File: config.mk
export PLATFORM = sky130hd
export DESIGN_NAME = pmic_status_unlock_regs
export DESIGN_NICKNAME = d
export VERILOG_FILES = /design/src/rtl/pmic_regs_pkg.sv /design/src/rtl/reg_bus_if.sv /design/src/rtl/serial_target.sv /design/src/rtl/pmic_status_unlock_regs.sv
export SDC_FILE = /design/constraint.sdc
export NUM_CORES = 1
export LEC_CHECK = 0
export BUFFER_PORTS_ARGS = -buffer_cell sky130_fd_sc_hd__buf_2
export CAP_MARGIN = 30
export CORE_MARGIN = 5
export CORE_UTILIZATION = 50
export CTS_BUF_LIST = sky130_fd_sc_hd__clkbuf_8 sky130_fd_sc_hd__clkbuf_16
export CTS_CLUSTER_DIAMETER = 150
export DETAILED_ROUTE_END_ITERATION = 10
export PLACE_DENSITY = 0.69
export SYNTH_ARGS = -nofsm -noshare
export SYNTH_HDL_FRONTEND = slang
export SYNTH_SLANG_ARGS = --single-unit
File: constraint.sdc
create_clock -name sys_clk -period 5.9 [get_ports sys_clk]
set_input_delay 0.885 -clock sys_clk [delete_from_list [all_inputs] [get_ports sys_clk]]
set_output_delay 0.885 -clock sys_clk [all_outputs]
set_load 0.05 [all_outputs]
File: src/rtl/pmic_regs_pkg.sv
// register slice constants: offsets, field positions, reset values, key and selector codes
// assumes byte-wide registers reached through the serial target port
package pmic_regs_pkg;
	localparam logic [7:0] analog_monitor_select_ofs = 8'h09;
	localparam logic [7:0] supply_and_button_status_ofs = 8'h0A;
	localparam logic [7:0] write_unlock_key_ofs = 8'h0B;
	localparam logic [7:0] rail_good_flags_ofs = 8'h0C;
	localparam logic [7:0] first_protected_ofs = 8'h0D;
	localparam logic [7:0] analog_monitor_select_rst = 8'h00;
	localparam logic [7:0] write_unlock_key_rst = 8'h00;
	localparam logic [7:0] unlock_key_value = 8'h7D;
	localparam int off_request_bit = 7;
	localparam int adapter_present_bit = 3;
	localparam int usb_supply_present_bit = 2;
	localparam int button_active_bit = 0;
	localparam int reg3_good_bit = 6;
	localparam int reg4_good_bit = 5;
	localparam int buck1_good_bit = 4;
	localparam int buck2_good_bit = 3;
	localparam int buck3_good_bit = 2;
	localparam int linear1_good_bit = 1;
	localparam int linear2_good_bit = 0;
	localparam int sel_width = 3;
	localparam logic [2:0] sel_battery = 3'h1;
	localparam logic [2:0] sel_system_rail = 3'h2;
	localparam logic [2:0] sel_thermistor = 3'h3;
	localparam logic [2:0] sel_charge_current = 3'h4;
	localparam logic [2:0] sel_external = 3'h5;
	localparam int monitor_sources = 5;
	localparam logic [6:0] target_addr_default = 7'h10;
endpackage : pmic_regs_pkg

File: src/rtl/reg_bus_if.sv
// register access signals between the serial target engine and the register slice
// assumes both ends on sys_clk; rdata is combinational from the slice
`timescale 1ns/1ps
interface reg_bus_if;
	logic wr_stb;
	logic rd_stb;
	logic [7:0] addr;
	logic [7:0] wdata;
	logic [7:0] rdata;
	logic txn_end;
	modport target (output wr_stb, output rd_stb, output addr, output wdata, output txn_end, input rdata);
	modport regs (input wr_stb, input rd_stb, input addr, input wdata, input txn_end, output rdata);
endinterface : reg_bus_if

File: src/rtl/serial_target.sv
// two-wire serial target engine: address match, register pointer, byte writes and reads
// assumes scl and sda_in come straight from pins; sda is open drain, sda_oe_n low pulls low
`timescale 1ns/1ps
module serial_target #(
	parameter logic [6:0] target_addr = pmic_regs_pkg::target_addr_default
) (
	input wire logic sys_clk,
	input wire logic rst_n,
	input wire logic scl,
	input wire logic sda_in,
	output logic sda_oe_n,
	reg_bus_if.target bus
);
	import pmic_regs_pkg::*;

	typedef enum logic [6:0] {
		st_idle = 7'h01,
		st_addr = 7'h02,
		st_ack = 7'h04,
		st_reg = 7'h08,
		st_wdata = 7'h10,
		st_rdata = 7'h20,
		st_rack = 7'h40
	} state_t;

	state_t state;
	state_t after_ack;
	logic [2:0] scl_s;
	logic [2:0] sda_s;
	logic [7:0] shreg;
	logic [3:0] bitcnt;
	logic [7:0] pointer;
	logic active;
	logic pull_low;
	logic master_ack;

	// stage 0 feeds only stage 1; edges are taken between stages 1 and 2
	always_ff @(posedge sys_clk) begin
		if (!rst_n) begin
			scl_s <= 3'h7;
			sda_s <= 3'h7;
		end else begin
			scl_s <= {scl_s[1:0], scl};
			sda_s <= {sda_s[1:0], sda_in};
		end
	end

	wire scl_rise = scl_s[1] & ~scl_s[2];
	wire scl_fall = ~scl_s[1] & scl_s[2];
	wire start_cond = scl_s[1] & scl_s[2] & ~sda_s[1] & sda_s[2];
	wire stop_cond = scl_s[1] & scl_s[2] & sda_s[1] & ~sda_s[2];

	assign sda_oe_n = ~pull_low;
	assign bus.addr = pointer;
	assign bus.wdata = shreg;
	assign bus.wr_stb = scl_fall && state == st_wdata && bitcnt == 4'h8;
	assign bus.rd_stb = scl_fall && ((state == st_ack && after_ack == st_rdata) || (state == st_rack && master_ack));

	always_ff @(posedge sys_clk) begin
		if (!rst_n) begin
			bus.txn_end <= 1'b0;
			active <= 1'b0;
		end else begin
			bus.txn_end <= 1'b0;
			if (start_cond) begin
				// a repeated start also closes the previous transaction
				bus.txn_end <= active;
				active <= 1'b1;
			end else if (stop_cond) begin
				bus.txn_end <= active;
				active <= 1'b0;
			end
		end
	end

	always_ff @(posedge sys_clk) begin
		if (!rst_n) begin
			state <= st_idle;
			after_ack <= st_idle;
			shreg <= 8'h00;
			bitcnt <= 4'h0;
			pointer <= 8'h00;
			pull_low <= 1'b0;
			master_ack <= 1'b0;
		end else if (start_cond) begin
			state <= st_addr;
			bitcnt <= 4'h0;
			pull_low <= 1'b0;
		end else if (stop_cond) begin
			state <= st_idle;
			pull_low <= 1'b0;
		end else if (scl_rise) begin
			case (state)
				st_addr, st_reg, st_wdata: begin
					shreg <= {shreg[6:0], sda_s[1]};
					bitcnt <= bitcnt + 4'h1;
				end
				st_rdata: begin
					bitcnt <= bitcnt + 4'h1;
				end
				st_rack: begin
					master_ack <= ~sda_s[1];
				end
				default: begin
				end
			endcase
		end else if (scl_fall) begin
			case (state)
				st_addr: begin
					if (bitcnt == 4'h8) begin
						if (shreg[7:1] == target_addr) begin
							pull_low <= 1'b1;
							after_ack <= shreg[0] ? st_rdata : st_reg;
							state <= st_ack;
						end else begin
							state <= st_idle;
						end
					end
				end
				st_reg: begin
					if (bitcnt == 4'h8) begin
						pointer <= shreg;
						pull_low <= 1'b1;
						after_ack <= st_wdata;
						state <= st_ack;
					end
				end
				st_wdata: begin
					if (bitcnt == 4'h8) begin
						pointer <= pointer + 8'h01;
						pull_low <= 1'b1;
						after_ack <= st_wdata;
						state <= st_ack;
					end
				end
				st_ack: begin
					bitcnt <= 4'h0;
					state <= after_ack;
					if (after_ack == st_rdata) begin
						shreg <= {bus.rdata[6:0], 1'b0};
						pull_low <= ~bus.rdata[7];
						pointer <= pointer + 8'h01;
					end else begin
						pull_low <= 1'b0;
					end
				end
				st_rdata: begin
					if (bitcnt == 4'h8) begin
						pull_low <= 1'b0;
						state <= st_rack;
					end else begin
						pull_low <= ~shreg[7];
						shreg <= {shreg[6:0], 1'b0};
					end
				end
				st_rack: begin
					bitcnt <= 4'h0;
					if (master_ack) begin
						shreg <= {bus.rdata[6:0], 1'b0};
						pull_low <= ~bus.rdata[7];
						pointer <= pointer + 8'h01;
						state <= st_rdata;
					end else begin
						state <= st_idle;
					end
				end
				default: begin
				end
			endcase
		end
	end
endmodule : serial_target

File: src/rtl/pmic_status_unlock_regs.sv
// register slice 0x09..0x0C: monitor selector, status, write unlock key, rail good flags
// assumes status and rail inputs arrive asynchronously from analog comparators
//
// Summary of operation
// selector codes 1..5 route battery, system rail, thermistor, charge current, external input.
// selector codes 0, 6 and 7 disable the monitor mux, output floating.
// writing 1 to status bit 7 enters off state once power hold is low.
// the shutdown request bit clears itself once acted upon.
// status bit 3 shows adapter supply present and valid.
// status bit 2 shows USB supply present and valid.
// status bit 0 reads 1 while the button pin is low.
// key 0x7D in the unlock register permits exactly one protected write.
// any other unlock value keeps protected registers locked.
// unlock register clears after the next transaction following the key write completes.
// buck good flags bits 4..2 read 1 only while regulating.
// linear good flags bits 1..0 read 1 only while regulating.
// bits 6 and 5 also read 1 when that output is a load switch.
// register 0x0D and above accept writes only directly after the key.
// host writes to read-only flag bits are ignored.
`timescale 1ns/1ps
module pmic_status_unlock_regs #(
	parameter logic [6:0] target_addr = pmic_regs_pkg::target_addr_default
) (
	input wire logic sys_clk,
	input wire logic rst_n,
	input wire logic scl,
	input wire logic sda_in,
	output logic sda_out,
	output logic sda_oe_n,
	input wire logic power_hold_pin,
	input wire logic adapter_present,
	input wire logic usb_supply_present,
	input wire logic button_input_pin,
	input wire logic buck1_good,
	input wire logic buck2_good,
	input wire logic buck3_good,
	input wire logic linear1_good,
	input wire logic linear2_good,
	input wire logic reg3_good,
	input wire logic reg4_good,
	input wire logic reg3_is_switch,
	input wire logic reg4_is_switch,
	output logic monitor_enable,
	output logic [pmic_regs_pkg::monitor_sources-1:0] monitor_route,
	output logic off_state,
	output logic protected_wr_stb,
	output logic [7:0] protected_addr,
	output logic [7:0] protected_wdata,
	input wire logic [7:0] protected_rdata
);
	import pmic_regs_pkg::*;

	localparam int n_pins = 11;

	reg_bus_if bus ();

	logic [7:0] analog_monitor_select;
	logic [7:0] write_unlock_key;
	logic off_request;
	logic key_this_txn;
	logic [n_pins-1:0] pin_meta;
	logic [n_pins-1:0] pin_sync;
	logic [7:0] status_view;
	logic [7:0] good_view;
	logic unlocked;
	logic [7:0] read_mux;

	serial_target #(
		.target_addr(target_addr)
	) u_target (
		.sys_clk(sys_clk),
		.rst_n(rst_n),
		.scl(scl),
		.sda_in(sda_in),
		.sda_oe_n(sda_oe_n),
		.bus(bus)
	);

	// open drain: the line is only ever pulled low
	assign sda_out = 1'b0;

	// comparator outputs are asynchronous, two flops before any use
	always_ff @(posedge sys_clk) begin
		if (!rst_n) begin
			pin_meta <= '0;
			pin_sync <= '0;
		end else begin
			pin_meta <= {power_hold_pin, adapter_present, usb_supply_present, ~button_input_pin,
				buck1_good, buck2_good, buck3_good, linear1_good, linear2_good,
				reg3_good | reg3_is_switch, reg4_good | reg4_is_switch};
			pin_sync <= pin_meta;
		end
	end

	wire hold_low = ~pin_sync[10];

	always_comb begin
		status_view = 8'h00;
		status_view[off_request_bit] = off_request;
		status_view[adapter_present_bit] = pin_sync[9];
		status_view[usb_supply_present_bit] = pin_sync[8];
		status_view[button_active_bit] = pin_sync[7];
	end

	always_comb begin
		good_view = 8'h00;
		good_view[buck1_good_bit] = pin_sync[6];
		good_view[buck2_good_bit] = pin_sync[5];
		good_view[buck3_good_bit] = pin_sync[4];
		good_view[linear1_good_bit] = pin_sync[3];
		good_view[linear2_good_bit] = pin_sync[2];
		good_view[reg3_good_bit] = pin_sync[1];
		good_view[reg4_good_bit] = pin_sync[0];
	end

	always_ff @(posedge sys_clk) begin
		if (!rst_n) begin
			analog_monitor_select <= analog_monitor_select_rst;
		end else if (bus.wr_stb && bus.addr == analog_monitor_select_ofs) begin
			analog_monitor_select <= bus.wdata;
		end
	end

	// only the selector field steers the mux; upper bits are plain storage
	wire [sel_width-1:0] sel = analog_monitor_select[sel_width-1:0];

	always_ff @(posedge sys_clk) begin
		if (!rst_n) begin
			monitor_route <= '0;
			monitor_enable <= 1'b0;
		end else begin
			monitor_route <= '0;
			monitor_enable <= 1'b1;
			if (sel == sel_battery) begin
				monitor_route[0] <= 1'b1;
			end else if (sel == sel_system_rail) begin
				monitor_route[1] <= 1'b1;
			end else if (sel == sel_thermistor) begin
				monitor_route[2] <= 1'b1;
			end else if (sel == sel_charge_current) begin
				monitor_route[3] <= 1'b1;
			end else if (sel == sel_external) begin
				monitor_route[4] <= 1'b1;
			end else begin
				monitor_enable <= 1'b0;
			end
		end
	end

	// request stays armed until power hold falls; writing 0 does not cancel it
	always_ff @(posedge sys_clk) begin
		if (!rst_n) begin
			off_request <= 1'b0;
			off_state <= 1'b0;
		end else begin
			if (off_request && hold_low) begin
				off_state <= 1'b1;
				off_request <= 1'b0;
			end else if (bus.wr_stb && bus.addr == supply_and_button_status_ofs
				&& bus.wdata[off_request_bit]) begin
				off_request <= 1'b1;
			end
		end
	end

	assign unlocked = write_unlock_key == unlock_key_value;

	wire prot_write = bus.wr_stb && bus.addr >= first_protected_ofs;

	// the key survives the end of its own transaction and dies at the end of the next one
	always_ff @(posedge sys_clk) begin
		if (!rst_n) begin
			write_unlock_key <= write_unlock_key_rst;
			key_this_txn <= 1'b0;
		end else begin
			if (bus.wr_stb && bus.addr == write_unlock_key_ofs) begin
				write_unlock_key <= bus.wdata;
				key_this_txn <= 1'b1;
			end else if (prot_write && unlocked) begin
				write_unlock_key <= write_unlock_key_rst;
			end else if (bus.txn_end) begin
				key_this_txn <= 1'b0;
				if (!key_this_txn) begin
					write_unlock_key <= write_unlock_key_rst;
				end
			end
		end
	end

	always_ff @(posedge sys_clk) begin
		if (!rst_n) begin
			protected_wr_stb <= 1'b0;
			protected_addr <= 8'h00;
			protected_wdata <= 8'h00;
		end else begin
			protected_wr_stb <= prot_write && unlocked;
			if (prot_write && unlocked) begin
				protected_addr <= bus.addr;
				protected_wdata <= bus.wdata;
			end
		end
	end

	// flag bits have no write path, so host data never reaches them
	always_comb begin
		if (bus.addr == analog_monitor_select_ofs) begin
			read_mux = analog_monitor_select;
		end else if (bus.addr == supply_and_button_status_ofs) begin
			read_mux = status_view;
		end else if (bus.addr == write_unlock_key_ofs) begin
			read_mux = write_unlock_key;
		end else if (bus.addr == rail_good_flags_ofs) begin
			read_mux = good_view;
		end else if (bus.addr >= first_protected_ofs) begin
			read_mux = protected_rdata;
		end else begin
			read_mux = 8'h00;
		end
	end

	assign bus.rdata = read_mux;
endmodule : pmic_status_unlock_regs

==> impl_metrics.ini <==
[critical_path]
worstSetupPathType = reg -> reg
worst_setup_path_end_kind = flop
r2r_setup_slack_ps = 2880
cpLargestDelayFamily = compound AO/OA/AOI/OAI gates
start_kind = flop
cp_max_fo = 18
r2r_start = u_target.state[6]
critPathSlowestCell = o211ai_1
arrival_ps = 3300
crit_chain = xor2_1, o211ai_1, a31oi_1, o221a_4, mux2_4, a2111oi_2
slowest_delay_ps = 840
rr_worst_depth = 6
reg2reg_to = u_target.bus.addr[3]
worstPathRequired_ps = 6180
crit_buf_inv = 0

[logic_synthesis]
netlist.area_leader.share_pct = 42.6
synth_area_leaders = dfxtp_1 (43%), nor2_1 (5.7%), a21oi_1 (4.1%)
synth_edf_count = 0
synth.distinct_cells = 73
synth-async-reset-ratio_pct = 0
synth_cells = 568
syn_area_per_cell_um2 = 8.69
synth_fp_nets = 603
yosys.cell_count.top_type = dfxtp_1
synth_top_area_cell = dfxtp_1
synth-main-ff-cell = dfxtp_1
synth_seq_cells = 105
syn_area_um2 = 4930
yosys-top-cells-count = dfxtp_1 (105), nor2_1 (75), nand2_1 (44)
yosysWarnings = 0
synth-seq-area-share_pct = 42.6

[drt]
remaining_drc_errors = 0
ant_nets = 0
first_pass_iters = 5
post_drt_wl_per_cell_um = 16.2
first_iter_violations = 325
vias = 4291
avgViaCountPerCell = 5.85
drt-total-wl_um = 11900

[cts]
htreeDepth = 3
cts_root_buf = clkbuf_8
holdBufCountCts = 0
cts.sink_count = 105
cts_setup_buffers = 0
clk_pin_slew_worst_paths_ps = 100
cts_max_path_buffers = 2
cts_resized = 0
cts-buffers-inserted = 9
clock_latency_ps = 380
cts_tree = yes

[sta]
fin_crit_ps = 3020
worst_pin_slew_ps = 1010
skew_ps = 14.7
rsz0062_at_grt = false
hold_violations = 0
fmax_mhz = 332
finalMaxSlewViolations = 0
post-route-period-util_pct = 51.1
tns_ps = 0
setup_viol = 0
slew_headroom_pct = 32.5

[place]
portBuffers = 49
numPlacedInstances = 718
hpwl_um = 8290
globalplace.congestion = 0.888
place_area_um2 = 5200

[pwr]
powerDensity_nw_per_um2 = 222
finalPower_w = 0.00119
switchingPower_w = 0.000297
internal_power_w = 0.000896
clockPowerShare_pct = 34.9
ir_drop_v = 0.000150
p_leak_nw = 2.08
p_comb_share_pct = 4.2
power_frac_seq_pct = 60.8
p_sw_share_pct = 24.9

[finish]
final_area_um2 = 5380
syn2layout_area_growth_pct = 9.08
fin_nets = 632
stdcell_count = 734
layout-drive-gt1-share_pct = 14.0
n_fill_cell = 880
n_antenna_cell = 0
final_util_pct = 55.6

[die]
initial_utilization_pct = 51.0
die-area_um2 = 12000
die_y_um = 109
coreArea_um2 = 9680
dieWidth_um = 109
io_pins = 51
fp-row-count = 36

[hold_path]
hold_depth = 1
hp-start = u_target.scl_s[0]
holdPathEnd = u_target.scl_s[1]
holdCritPathClass = reg -> reg

[flow_run]
drv_cap = 0

[grt]
antenna_found_initial = 0
grt_start_max_net_pins = 52
gr-total-overflow = 0
grt_use_total_pct = 20.4
grt_pass1_wl_um = 19300
grt_pass1_vias = 3911

[run_status]
outcome = completed
==> placed cells by master, fill, tap and decap left out, drive strengths merged, types with 9 or more instances in the layout <==
cell type,netlist,layout
dfxtp,105,105
nor2,77,77
buf,14,51
nand2,44,44
a21oi,40,40
o21ai,26,26
and2,22,22
mux2i,17,17
a211oi,17,17
inv,14,17
nor3,15,15
nand2b,12,12
nand3,10,10
a22oi,10,10
ha,10,10
clkbuf,19,9
==> power groups by stage <==
stage | Sequential, W | Combinational, W | Clock [W]
global route | 0.000727 | 0.0000568 | 0.000451
detailed placement | 0.000742 | 0.0000505 | 0
CTS | 0.000726 | 0.0000507 | 0.000423
finish | 0.000726 | 0.0000506 | 0.000416
floorplan | 0.000739 | 0.0000368 | 0
global placement | 0.000742 | 0.0000494 | 0
==> kinds of logic (layout without fill, tap and decap cells) <==
group           Yosys count  after routing  synth area share, %
simple gates            225            225                 23.6
compound gates          154            154                 22.1
flops                   105            105                 42.6
buf+inv                  48             81                 4.18
mux                      18             18                 3.75
fa+ha+maj                10             10                 2.54
xor+xnor                  7              7                 1.24
other cells               1              1               0.0760
==> area by class of cell <==
type / count / area, um^2 / share of cell area [%]
multi-input combinational: 415 / 2630 / 48.8
sequential: 105 / 2100 / 39.1
timing repair buffer: 51 / 258 / 4.79
tap: 133 / 166 / 3.09
clock buffer: 9 / 124 / 2.30
inverter: 15 / 56.3 / 1.05
clock inverter: 6 / 50.0 / 0.930
==> how the worst max path moves through the flow <==
stage                      startpoint              endpoint  depth (start not counted)  slack (ps)
finish              u_target.state[6]  u_target.bus.addr[3]                          6        2880
global route        u_target.state[6]  u_target.bus.addr[3]                          6        2590
CTS                 u_target.state[6]  u_target.bus.addr[3]                          6        2960
detailed placement  u_target.state[6]  u_target.bus.addr[3]                          6        2980
global placement    u_target.state[6]  u_target.bus.addr[3]                          6        3060
floorplan           u_target.state[1]  u_target.bus.addr[3]                          7        3730
==> through the flow <==
stage | setup slack, ps | hold slack (ps)
2_1_floorplan | 3730 | 386
3_3_place_gp | 3060 | 391
3_5_place_dp | 2980 | 394
4_1_cts | 2960 | 418
5_1_grt | 2590 | 444
6_report | 2880 | 416
==> state kept, by name, indices dropped and copies added, names as in the netlist <==
name,flops
pin_meta,11
pin_sync,11
analog_monitor_select,8
protected_addr,8
protected_wdata,8
u_target.bus.addr,8
u_target.bus.wdata,8
write_unlock_key,8
u_target.state,7
monitor_route,5
u_target.after_ack,4
u_target.bitcnt,4
u_target.scl_s,3
u_target.sda_s,3
key_this_txn,1
monitor_enable,1
off_request,1
off_state,1
protected_wr_stb,1
u_target.active,1
u_target.bus.txn_end,1
u_target.master_ack,1
u_target.pull_low,1
==> per-layer routing <==
metal | track usage (%) | vias up | part of all wire (%)
li1 | - | 2099 | -
met1 | 28.1 | 2017 | 46
met2 | 32.5 | 149 | 46
met3 | 3.76 | 26 | 6.9
met4 | 6.86 | 0 | 2.0
met5 | 0 | - | 0
(Power assumes the default switching activity.)
